**src/hv_pkg.sv**
```systemverilog
// package: constants for the high voltage pin protection block
package hv_pkg;
  // hv_pin_config_one fields
  localparam int CFG_OPEN_DIAG_BIT  = 0;
  localparam int CFG_WAKE_TO_OFF    = 1;
  localparam int CFG_PASSIVE_BIT    = 2;
  localparam int CFG_REENABLE_BIT   = 3;
  localparam int CFG_READBACK_BIT   = 4;
  localparam logic [7:0] CFG_RESET  = 8'h00;
  // hv_live_monitor fields
  localparam int MON_WAKE_SC        = 0;
  localparam int MON_TEST_SC        = 1;
  localparam int MON_BUS_SC         = 2;
  localparam int MON_OVERTEMP       = 6;
  localparam int MON_TEST_READ      = 5;
  localparam int MON_WAKE_READ      = 7;
  localparam logic [7:0] MON_RESET  = 8'h00;
  // interrupt enable position in the core mask
  localparam int IRQ_EN_BIT         = 16;
  // indirect command codes
  localparam logic [3:0] CMD_NOP        = 4'h0;
  localparam logic [3:0] CMD_WRITE_CFG1 = 4'h1;
  localparam logic [3:0] CMD_READ_CFG1  = 4'h2;
  localparam logic [3:0] CMD_READ_MON   = 4'h3;
  // timing
  localparam int CLK_HZ             = 100_000_000;
  localparam int CLK_NS             = 10;
  localparam int BUS_SC_US          = 20;
  localparam int WAKE_SC_US         = 400;
  localparam int WAKE_TO_MS10       = 130;
  localparam int BUS_SC_CYC  = (BUS_SC_US * 1000) / CLK_NS;
  localparam int WAKE_SC_CYC = (WAKE_SC_US * 1000) / CLK_NS;
  localparam longint WAKE_TO_CYC = (longint'(WAKE_TO_MS10) * 10_000_000) / CLK_NS;
endpackage

```
**src/hv_fault_qual.sv**
```systemverilog
// short-circuit qualification timer for one pin
`timescale 1ns/1ns
module hv_fault_qual #(
  parameter int LIMIT = hv_pkg::BUS_SC_CYC
) (
  input  wire logic clock,
  input  wire logic srst,
  input  wire logic fault,
  output logic      faultEvent
);
  logic [31:0] count_reg;
  logic [31:0] count_next;
  logic        event_reg;

  // [RQ17] restart on gap
  assign count_next = !fault ? 32'h0 :
                      (count_reg >= 32'(LIMIT)) ? count_reg : count_reg + 32'h1;

  always_ff @(posedge clock) begin
    if (srst) begin
      count_reg <= 32'h0;
      event_reg <= 1'b0;
    end else begin
      count_reg <= count_next;
      // [RQ2] event only past limit
      event_reg <= fault && (count_reg == 32'(LIMIT) - 32'h1);
    end
  end
  assign faultEvent = event_reg;

  property p_rq17;
    @(posedge clock) disable iff (srst) !fault |=> count_reg == 32'h0;
  endproperty
  a_rq17: assert property (p_rq17) else $error("timer not restarted"); // [RQ17]
endmodule

```
**src/hv_pin_protection_config.sv**
```systemverilog
// high voltage pin protection configuration and live monitor
`timescale 1ns/1ns
// Operation
// [RQ1] re-enable strobe restores every driver shut by a short
// [RQ2] short counts only past 20 us bus/test, 400 us wake
// [RQ3] wake/test off by overtemperature return only on re-enable strobe
// [RQ4] short interrupt stays pending until re-enable strobe
// [RQ5] re-enable bit clears itself
// [RQ6] passive mode: bus short flags and interrupts, driver stays on
// [RQ7] interrupt reaches core only when mask bit 16 set
// [RQ8] active mode: bus short flags, interrupts, disables driver
// [RQ9] only re-enable strobe turns a disabled driver back on
// [RQ10] wake timeout bit set keeps wake asserted indefinitely
// [RQ11] timeout clear: wake drops 1.3 s after assertion
// [RQ12] diagnostic bit connects wake pull-up
// [RQ13] monitor is 8-bit read-only live view, resets to 00
// [RQ14] monitor reached only through indirect command and data
// [RQ15] bus and test short flags clear on re-enable strobe
// [RQ16] overtemperature turns off all drivers
// [RQ17] qualification timer restarts when fault ends early
module hv_pin_protection_config #(
  parameter longint WAKE_TO_CYC = hv_pkg::WAKE_TO_CYC
) (
  input  wire logic        clock,
  input  wire logic        srst,
  input  wire logic        cmdValid,
  input  wire logic [3:0]  cmdCode,
  input  wire logic [7:0]  cmdWriteData,
  input  wire logic [31:0] interrupt_enable_mask,
  input  wire logic        wakeDriveReq,
  input  wire logic        busShort,
  input  wire logic        testShort,
  input  wire logic        wakeShort,
  input  wire logic        overTemp,
  input  wire logic        wakePinIn,
  input  wire logic        testPinIn,
  output logic [7:0]       hv_indirect_data,
  output logic             hv_core_interrupt,
  output logic             busDriverEn,
  output logic             testDriverEn,
  output logic             wakeDriverEn,
  output logic             wake_pin,
  output logic             wakePullUpEn
);
  // ************************************
  // pin synchronisers
  // ************************************
  logic [5:0] syncA_reg;
  logic [5:0] syncB_reg;
  wire  sBus  = syncB_reg[0];
  wire  sTest = syncB_reg[1];
  wire  sWake = syncB_reg[2];
  wire  sOt   = syncB_reg[3];
  wire  sWIn  = syncB_reg[4];
  wire  sTIn  = syncB_reg[5];
  always_ff @(posedge clock) begin
    if (srst) begin
      syncA_reg <= 6'h00;
      syncB_reg <= 6'h00;
    end else begin
      syncA_reg <= {testPinIn, wakePinIn, overTemp, wakeShort, testShort, busShort};
      syncB_reg <= syncA_reg;
    end
  end

  // ************************************
  // qualification
  // ************************************
  logic busEv;
  logic testEv;
  logic wakeEv;
  // [RQ2] 20 us bus
  hv_fault_qual #(.LIMIT(hv_pkg::BUS_SC_CYC)) u_bus (
    .clock(clock), .srst(srst), .fault(sBus), .faultEvent(busEv));
  // [RQ2] 20 us test
  hv_fault_qual #(.LIMIT(hv_pkg::BUS_SC_CYC)) u_test (
    .clock(clock), .srst(srst), .fault(sTest), .faultEvent(testEv));
  // [RQ2] 400 us wake
  hv_fault_qual #(.LIMIT(hv_pkg::WAKE_SC_CYC)) u_wake (
    .clock(clock), .srst(srst), .fault(sWake), .faultEvent(wakeEv));

  // ************************************
  // indirect command decode
  // ************************************
  logic [7:0] cfg_reg;
  logic       reenable_reg;
  wire cfgWrite  = cmdValid && (cmdCode == hv_pkg::CMD_WRITE_CFG1);
  wire readCfg   = cmdValid && (cmdCode == hv_pkg::CMD_READ_CFG1);
  wire readMon   = cmdValid && (cmdCode == hv_pkg::CMD_READ_MON);
  wire strobeReq = cfgWrite && cmdWriteData[hv_pkg::CFG_REENABLE_BIT];
  wire passive   = cfg_reg[hv_pkg::CFG_PASSIVE_BIT];
  wire readback  = cfg_reg[hv_pkg::CFG_READBACK_BIT];

  always_ff @(posedge clock) begin
    if (srst) begin
      cfg_reg      <= hv_pkg::CFG_RESET;
      reenable_reg <= 1'b0;
    end else begin
      // [RQ5] strobe self-clears
      reenable_reg <= strobeReq;
      if (cfgWrite) begin
        cfg_reg <= cmdWriteData & ~(8'h01 << hv_pkg::CFG_REENABLE_BIT);
      end
    end
  end

  // ************************************
  // fault flags and driver enables
  // ************************************
  logic busSc_reg;
  logic testSc_reg;
  logic wakeSc_reg;
  logic ot_reg;
  logic busOff_reg;
  logic testOff_reg;
  logic wakeOff_reg;
  logic pend_reg;
  // [RQ15] flags clear on strobe, a new event wins
  wire busSc_next  = busEv  || (busSc_reg  && !reenable_reg);
  wire testSc_next = testEv || (testSc_reg && !reenable_reg);
  wire wakeSc_next = wakeEv || (wakeSc_reg && !reenable_reg);
  // [RQ8] active mode shuts bus driver
  // [RQ16] overtemperature shuts all drivers
  wire busOff_next  = (busEv && !passive) || sOt || (busOff_reg && !reenable_reg);
  // [RQ3] test/wake back only on strobe
  wire testOff_next = testEv || sOt || (testOff_reg && !reenable_reg);
  wire wakeOff_next = wakeEv || sOt || (wakeOff_reg && !reenable_reg);
  // [RQ4] pending until strobe, new event wins
  wire pend_next = busEv || testEv || wakeEv || (sOt && !ot_reg) || (pend_reg && !reenable_reg);

  always_ff @(posedge clock) begin
    if (srst) begin
      busSc_reg   <= 1'b0;
      testSc_reg  <= 1'b0;
      wakeSc_reg  <= 1'b0;
      ot_reg      <= 1'b0;
      busOff_reg  <= 1'b0;
      testOff_reg <= 1'b0;
      wakeOff_reg <= 1'b0;
      pend_reg    <= 1'b0;
    end else begin
      busSc_reg   <= busSc_next;
      testSc_reg  <= testSc_next;
      wakeSc_reg  <= wakeSc_next;
      ot_reg      <= sOt;
      // [RQ1] [RQ9] strobe is the only release
      busOff_reg  <= busOff_next;
      testOff_reg <= testOff_next;
      wakeOff_reg <= wakeOff_next;
      pend_reg    <= pend_next;
    end
  end

  // ************************************
  // wake timeout
  // ************************************
  logic [31:0] wakeCnt_reg;
  logic        wakeOut_reg;
  logic        wakeReqD_reg;
  wire wakeRise  = wakeDriveReq && !wakeReqD_reg;
  wire toEnabled = !cfg_reg[hv_pkg::CFG_WAKE_TO_OFF];
  wire toHit     = toEnabled && (wakeCnt_reg == 32'(WAKE_TO_CYC) - 32'h1);
  always_ff @(posedge clock) begin
    if (srst) begin
      wakeCnt_reg  <= 32'h0;
      wakeOut_reg  <= 1'b0;
      wakeReqD_reg <= 1'b0;
    end else begin
      wakeReqD_reg <= wakeDriveReq;
      // [RQ10] [RQ11] monoflop counter
      if (!wakeDriveReq || wakeRise || !toEnabled) begin
        wakeCnt_reg <= 32'h0;
      end else if (wakeOut_reg) begin
        wakeCnt_reg <= wakeCnt_reg + 32'h1;
      end
      if (!wakeDriveReq || toHit) begin
        wakeOut_reg <= 1'b0;
      end else if (wakeRise || !toEnabled) begin
        wakeOut_reg <= 1'b1;
      end
    end
  end

  // ************************************
  // monitor and outputs
  // ************************************
  // [RQ13] live view of enabled circuits
  wire [7:0] monView = {readback && sWIn, ot_reg, readback && sTIn, 2'b00,
                        busSc_reg, testSc_reg, wakeSc_reg};
  logic [7:0] data_reg;
  logic       irq_reg;
  logic [4:0] outs_reg;
  always_ff @(posedge clock) begin
    if (srst) begin
      data_reg <= hv_pkg::MON_RESET;
      irq_reg  <= 1'b0;
      outs_reg <= 5'h00;
    end else begin
      // [RQ14] indirect read path
      if (readMon) begin
        data_reg <= monView;
      end else if (readCfg) begin
        data_reg <= cfg_reg;
      end
      // [RQ7] mask gate
      irq_reg  <= pend_reg && interrupt_enable_mask[hv_pkg::IRQ_EN_BIT];
      // [RQ6] [RQ12] driver and pull-up outputs
      outs_reg <= {!busOff_reg, !testOff_reg, !wakeOff_reg,
                   wakeOut_reg && !wakeOff_reg, cfg_reg[hv_pkg::CFG_OPEN_DIAG_BIT]};
    end
  end
  assign hv_indirect_data  = data_reg;
  assign hv_core_interrupt = irq_reg;
  assign busDriverEn       = outs_reg[4];
  assign testDriverEn      = outs_reg[3];
  assign wakeDriverEn      = outs_reg[2];
  assign wake_pin          = outs_reg[1];
  assign wakePullUpEn      = outs_reg[0];

  // ************************************
  // checks
  // ************************************
  property p_rq5;
    @(posedge clock) disable iff (srst)
      (reenable_reg && !strobeReq) |=> !reenable_reg && !cfg_reg[hv_pkg::CFG_REENABLE_BIT];
  endproperty
  a_rq5: assert property (p_rq5) else $error("strobe stuck"); // [RQ5]
  property p_rq6;
    @(posedge clock) disable iff (srst)
      (busEv && passive && !busOff_reg && !sOt) |=> !busOff_reg && busSc_reg;
  endproperty
  a_rq6: assert property (p_rq6) else $error("passive mode disabled driver"); // [RQ6]
  property p_rq8;
    @(posedge clock) disable iff (srst) (busEv && !passive) |=> busOff_reg && busSc_reg ##1 !busDriverEn;
  endproperty
  a_rq8: assert property (p_rq8) else $error("active mode kept driver"); // [RQ8]
  property p_rq9;
    @(posedge clock) disable iff (srst) (busOff_reg && !reenable_reg) |=> busOff_reg;
  endproperty
  a_rq9: assert property (p_rq9) else $error("driver released without strobe"); // [RQ9]
  property p_rq4;
    @(posedge clock) disable iff (srst) (pend_reg && !reenable_reg) |=> pend_reg;
  endproperty
  a_rq4: assert property (p_rq4) else $error("pending lost"); // [RQ4]
  property p_rq7;
    @(posedge clock) disable iff (srst)
      hv_core_interrupt |-> $past(pend_reg) && $past(interrupt_enable_mask[hv_pkg::IRQ_EN_BIT]);
  endproperty
  a_rq7: assert property (p_rq7) else $error("interrupt unmasked"); // [RQ7]
  property p_rq16;
    @(posedge clock) disable iff (srst) sOt |=> ##1 !busDriverEn && !testDriverEn && !wakeDriverEn;
  endproperty
  a_rq16: assert property (p_rq16) else $error("drivers on in overtemperature"); // [RQ16]
  property p_rq15;
    @(posedge clock) disable iff (srst) (reenable_reg && !busEv && !testEv) |=> !busSc_reg && !testSc_reg;
  endproperty
  a_rq15: assert property (p_rq15) else $error("flags not cleared"); // [RQ15]
  property p_rq12;
    @(posedge clock) disable iff (srst)
      1'b1 |=> wakePullUpEn == $past(cfg_reg[hv_pkg::CFG_OPEN_DIAG_BIT]);
  endproperty
  a_rq12: assert property (p_rq12) else $error("pull-up mismatch"); // [RQ12]
  property p_rq10;
    @(posedge clock) disable iff (srst) (!toEnabled && wakeOut_reg && wakeDriveReq) |=> wakeOut_reg;
  endproperty
  a_rq10: assert property (p_rq10) else $error("wake dropped with timeout off"); // [RQ10]
endmodule

```
**config.mk**
```make
export PLATFORM = sky130hd
export DESIGN_NAME = hv_pin_protection_config
export DESIGN_NICKNAME = d
export VERILOG_FILES = /design/src/hv_pkg.sv /design/src/hv_fault_qual.sv /design/src/hv_pin_protection_config.sv
export SDC_FILE = /design/constraint.sdc
export NUM_CORES = 1
export LEC_CHECK = 0
export ABC_AREA = 0
export BUFFER_PORTS_ARGS = -buffer_cell sky130_fd_sc_hd__buf_4
export CAP_MARGIN = 0
export CORE_ASPECT_RATIO = 1.75
export CORE_MARGIN = 5
export CORE_UTILIZATION = 52
export DETAILED_ROUTE_END_ITERATION = 16
export PLACE_DENSITY = 0.84
export RECOVER_POWER = 100
export REMOVE_ABC_BUFFERS = 1
export SYNTH_ARGS = -nofsm -noshare
export SYNTH_HDL_FRONTEND = slang
export SYNTH_SLANG_ARGS = --single-unit
```
**constraint.sdc**
```tcl
create_clock -name clock -period 1.9 [get_ports clock]
set_input_delay 0.38 -clock clock [delete_from_list [all_inputs] [get_ports clock]]
set_output_delay 0.38 -clock clock [all_outputs]
set_load 0.02 [all_outputs]
```
# Word-level counts from Yosys, hierarchy flattened
# Index checks and enable logic that the tools add are counted.
dict set report totals {
  elab_cells 99
  register_bits 174
}
dict set report classes {
  n_mux 2
  order_cmp 3
  n_bitwise 3
  add_sub_neg 4
  n_eq_ne 7
  reduce_logical 55
}
# operator count
set op_table {}
lappend op_table {{32-bit by 1-bit adder with 32-bit output (second input constant)} 4}
lappend op_table {{32-bit by 11-bit == test with 1-bit output (second input constant)} 2}
lappend op_table {{32-bit by 11-bit greater-or-equal comparator with 1-bit output (second input constant)} 2}
lappend op_table {{32-bit by 16-bit == test with 1-bit output (second input constant)} 1}
lappend op_table {{32-bit by 27-bit == test with 1-bit output (second input constant)} 1}
lappend op_table {{32-bit by 16-bit greater-or-equal comparator with 1-bit output (second input constant)} 1}
lappend op_table {{1-bit logical AND} 22}
lappend op_table {{1-bit logical OR} 17}
lappend op_table {{8-bit 2-to-1 mux} 2}
lappend op_table {{2-bit OR reduction} 6}
lappend op_table {{1-bit logical NOT} 9}
lappend op_table {{4-bit by 2-bit == test with 1-bit output (second input constant)} 2}
lappend op_table {{4-bit by 1-bit == test with 1-bit output (second input constant)} 1}
lappend op_table {{1-bit NOT} 3}
lappend op_table {{2-bit nonzero test} 1}

# Logic depth before layout (Yosys ltp)
dict set report logic_depth {
  word_depth 5
  ltp_mapped 7
  mapped_depth_nobuf 6
}

# Modules after synthesis
# A second synthesis with hierarchy kept.
dict set report hier_totals {
  hier_cells 740
  area_unflattened_um2 7115.6
}
# module area_per_inst_um2 seq_area_each_um2 instances cells_per_inst
set by_module_without_submodules {}
lappend by_module_without_submodules {hv_pin_protection_config 3041.7 1501.4 1 336}
lappend by_module_without_submodules {{hv_fault_qual (u_bus ...)} 1317.5 660.6 2 123}
lappend by_module_without_submodules {{hv_fault_qual (u_wake)} 1438.9 660.6 1 158}

# Worst setup path after synthesis
# Ideal clock, no wire load.
dict set report synth_path {
  path_type {flip-flop to flip-flop}
  startpoint {register u_bus.count_reg[20]}
  endpoint {register u_bus.count_reg[9]}
  synth_period_minus_slack_ns 1.879
  slack_ns 0.021
  path_stages_with_launch 6
  n_path_buf 0
  arrival_time_ns 1.809
  required_time_ns 1.830
  path_cell_list {dfxtp_1 nor4_2 nand4_2 or3_4 or4_1 a21oi_1}
}
dict set report synth_via {
  elab_chain_cells 1
}
# element line
set synth_lines {}
lappend synth_lines {{from (decl)} hv_fault_qual.sv:11} ;# logic [31:0] count_reg;
lappend synth_lines {{from (signal assigned)} hv_fault_qual.sv:24} ;# count_reg <= count_next;
lappend synth_lines {{32-bit by 11-bit greater-or-equal comparator with 1-bit output} hv_fault_qual.sv:17} ;# (count_reg >= 32'(LIMIT)) ? count_reg : count_reg + 32'h1;
# Every way passes these cells.
# A chain may end at the register's enable or synchronous reset.

# Worst setup path in the final report
dict set report layout_path {
  startpoint {register u_bus.count_reg[26]}
  endpoint {register u_bus.count_reg[10]}
}
# The elaborated chain is that of the path after synthesis.

==> results.json <==
{
  "dp_hpwl_um": 9120,
  "clk_pin_slew_ns": 0.07,
  "synth_common_cells": "dfxtp_1 (174), nor2_1 (94), and2_1 (59)",
  "p_seq_share_pct": 50.7,
  "cts_max_path_buffers": 2,
  "synth_seq_cells": 174,
  "postLayoutSetupSlackWorst_ns": 0.0544,
  "gp_congestion": 0.911,
  "cts_buffers": 17,
  "die_height_um": 159,
  "worstPathCellList": "nor4_4, nand4_2, or3_4, buf_6, or3_4, a21oi_2",
  "p_sw_mw": 1.67,
  "io_pins": 68,
  "r2r_cells": 6,
  "syn_area_um2": 6550,
  "powerDensity_nw_per_um2": 940,
  "cts_tree": "done",
  "io_buffers": 35,
  "required_ns": 2.25,
  "synth_compound_area_share_pct": 4.28,
  "end_kind": "flip-flop",
  "synthAdderAreaFrac_pct": 1.34,
  "fin_crit_ns": 1.85,
  "worstHoldPathType": "in2reg",
  "yosysMostFrequentCell": "dfxtp_1",
  "min_delay_path_depth": 2,
  "status": "complete, no violations",
  "relSlewSlack_pct": 37.9,
  "dr.pass1.iters": 5,
  "internal-power_mw": 5.63,
  "rsz0062_at_grt": "yes",
  "total_power_mw": 7.30,
  "switching_share_pct": 22.9,
  "finalInstanceArea_um2": 7770,
  "rows": 54,
  "yosys.area_share.simple_pct": 29.2,
  "slew_viol_final": 0,
  "min_to": "syncA_reg[1]",
  "fp.coreArea_um2": 12400,
  "yosysTopAreaCellShare_pct": 53.2,
  "fillers": 1040,
  "seq_area_frac_synth_pct": 53.2,
  "drc": 0,
  "worstMarginPinSlew_ns": 0.931,
  "synth_top_family_by_area": "simple AND/OR/NAND/NOR gates",
  "finish.utilization_pct": 62.5,
  "post_drt_via_cell_ratio": 5.41,
  "finalNonFillerCells": 921,
  "finalSetupViolCount": 0,
  "grt_pass1_vias": 5038,
  "finClkSkew_ns": 0.00784,
  "synth_async_sr_flop_share_pct": 0,
  "arrival_ns": 2.20,
  "rr_startpoint": "u_bus.count_reg[26]",
  "synth_top_cell_by_area": "dfxtp_1",
  "synth-main-ff-cell": "dfxtp_1",
  "grtUsageTotal_pct": 18.6,
  "wl_um": 13300,
  "synth_xor_area_share_pct": 6.95,
  "grt_max_degree": 31,
  "hp-start": "testShort",
  "postPlaceCellArea_um2": 7130,
  "clockPowerShare_pct": 47.2,
  "h-tree-depth": 4,
  "nets": 801,
  "dr.first_iter.drc_count": 292,
  "die_area_um2": 15000,
  "ant_nets": 0,
  "final_hold_viol_count": 0,
  "cpMaxStageDelayCell": "or3_4",
  "die_w_um": 94.9,
  "crit_fanout": 4,
  "route.vias.total": 4982,
  "cts_sinks": 174,
  "initial_core_util_pct": 52.7,
  "start_kind": "flip-flop",
  "vdd_drop_max_v": 0.000628,
  "layout-drive-gt1-share_pct": 13.9,
  "max_stage_delay_ns": 0.42,
  "cts_hold_buf": 0,
  "synth.distinct_cells": 50,
  "p_comb_share_pct": 2.2,
  "setup-tns-final_ns": 0,
  "netlist_instances": 684,
  "r2r-end": "u_bus.count_reg[10]",
  "fmaxAchievable_mhz": 542,
  "antenna_cells": 0,
  "syn_avg_cell_area_um2": 9.58,
  "crit_top_cell": "or3_4",
  "area_growth_pct": 18.5,
  "p_leak_nw": 2.83,
  "grt_pass1_wl_um": 22500,
  "pre_cts_ws_ns": 0.00144,
  "dp_cells": 888,
  "hold_ws_ns": 0.169,
  "ys_warn_count": 0,
  "synth-edff-count": 0,
  "ff2ff_setup_slack_ns": 0.05,
  "fin_crit_sh_pct": 97.1,
  "path_class": "reg2reg",
  "cts-root-buf": "clkbuf_16",
  "grt.overflow.total": 0,
  "synth.area.top_cells": "dfxtp_1 (53%), and2_1 (5.6%), nor2_1 (5.4%)",
  "maxCapViolCount": 0,
  "clkLatencyLatePin_ns": 0.42,
  "muxShareOfSynthArea_pct": 2.29,
  "wl_per_cell_um": 14.4,
  "grt_antenna_before_repair": 0
}
## cell type report
cell class	count	area (µm²)	area share, %
Inverter	18	67.6	0.870
Tap cell	168	210	2.71
Multi-Input combinational cell	465	2980	38.3
Sequential cell	174	3490	44.9
Clock buffer	17	425	5.48
Clock inverter	15	174	2.24
Timing Repair Buffer	64	425	5.48
## how the worst max path moves through the flow
stage / slack, ns / endpoint / cells past startpoint / from
3_5_place_dp: 0.001 / u_wake.count_reg[9] / 5 / u_wake.count_reg[26]
6_report: 0.05 / u_bus.count_reg[10] / 6 / u_bus.count_reg[26]
4_1_cts: -0.002 / u_bus.count_reg[9] / 5 / u_bus.count_reg[30]
5_1_grt: -0.04 / u_wake.count_reg[14] / 6 / u_wake.count_reg[18]
3_3_place_gp: 0.05 / u_bus.count_reg[9] / 5 / u_bus.count_reg[20]
2_1_floorplan: -0.09 / u_wake.count_reg[9] / 5 / u_wake.count_reg[26]
## routing by layer
| layer | share of wire [%] | vias to the layer above | GRT usage [%] | wire (µm) |
|---|---|---|---|---|
| li1 | - | 2456 | - | - |
| met1 | 41 | 2375 | 20.7 | 5400 |
| met2 | 53 | 115 | 33.8 | 7050 |
| met3 | 3.7 | 36 | 3.83 | 491 |
| met4 | 2.6 | 0 | 7.98 | 342 |
| met5 | 0 | - | 0 | 0 |
## critical path: cells and delay by family, from the launching register on
kind,cells,cell delay (ns)
simple gates,4,1.19
flops,1,0.34
buf+inv,1,0.14
compound gates,1,0.12
## power by group through the flow
stage	registers, mW	clock network [mW]	logic [mW]
2_1_floorplan	3.79	0	0.0598
3_3_place_gp	3.78	0	0.165
3_5_place_dp	3.78	0	0.170
4_1_cts	3.70	3.48	0.171
5_1_grt	3.70	3.68	0.176
6_report	3.70	3.44	0.159
## cell usage in the layout, fill, tap and decap left out, types with 17 or more instances in the layout
| master | instances |
|---|---|
| and2_0 | 26 |
| and2_1 | 33 |
| buf_4 | 42 |
| clkbuf_1 | 17 |
| clkbuf_16 | 17 |
| dfxtp_1 | 171 |
| inv_1 | 18 |
| nand2_1 | 26 |
| nand3_1 | 30 |
| nand4_1 | 28 |
| nor2_1 | 94 |
| nor2b_1 | 20 |
| nor4_1 | 24 |
| xnor2_1 | 30 |
| xor2_1 | 22 |
## cell families (layout without fill, tap and decap cells)
logic type	Yosys count	count (layout)
flops	174	174
buf+inv	45	114
other cells	1	1
fa+ha+maj	7	7
compound gates	44	44
xor+xnor	52	52
mux	15	15
simple gates	346	346
## what timing repair did
action / in CTS / in global routing
endpoints found under the setup margin: 5 / 11
pin swaps: 2 / 10
gates resized for setup: 2 / 17
setup buffers: 1 / 0
gates cloned: 0 / 0
Power figures use the tool's default switching activity.
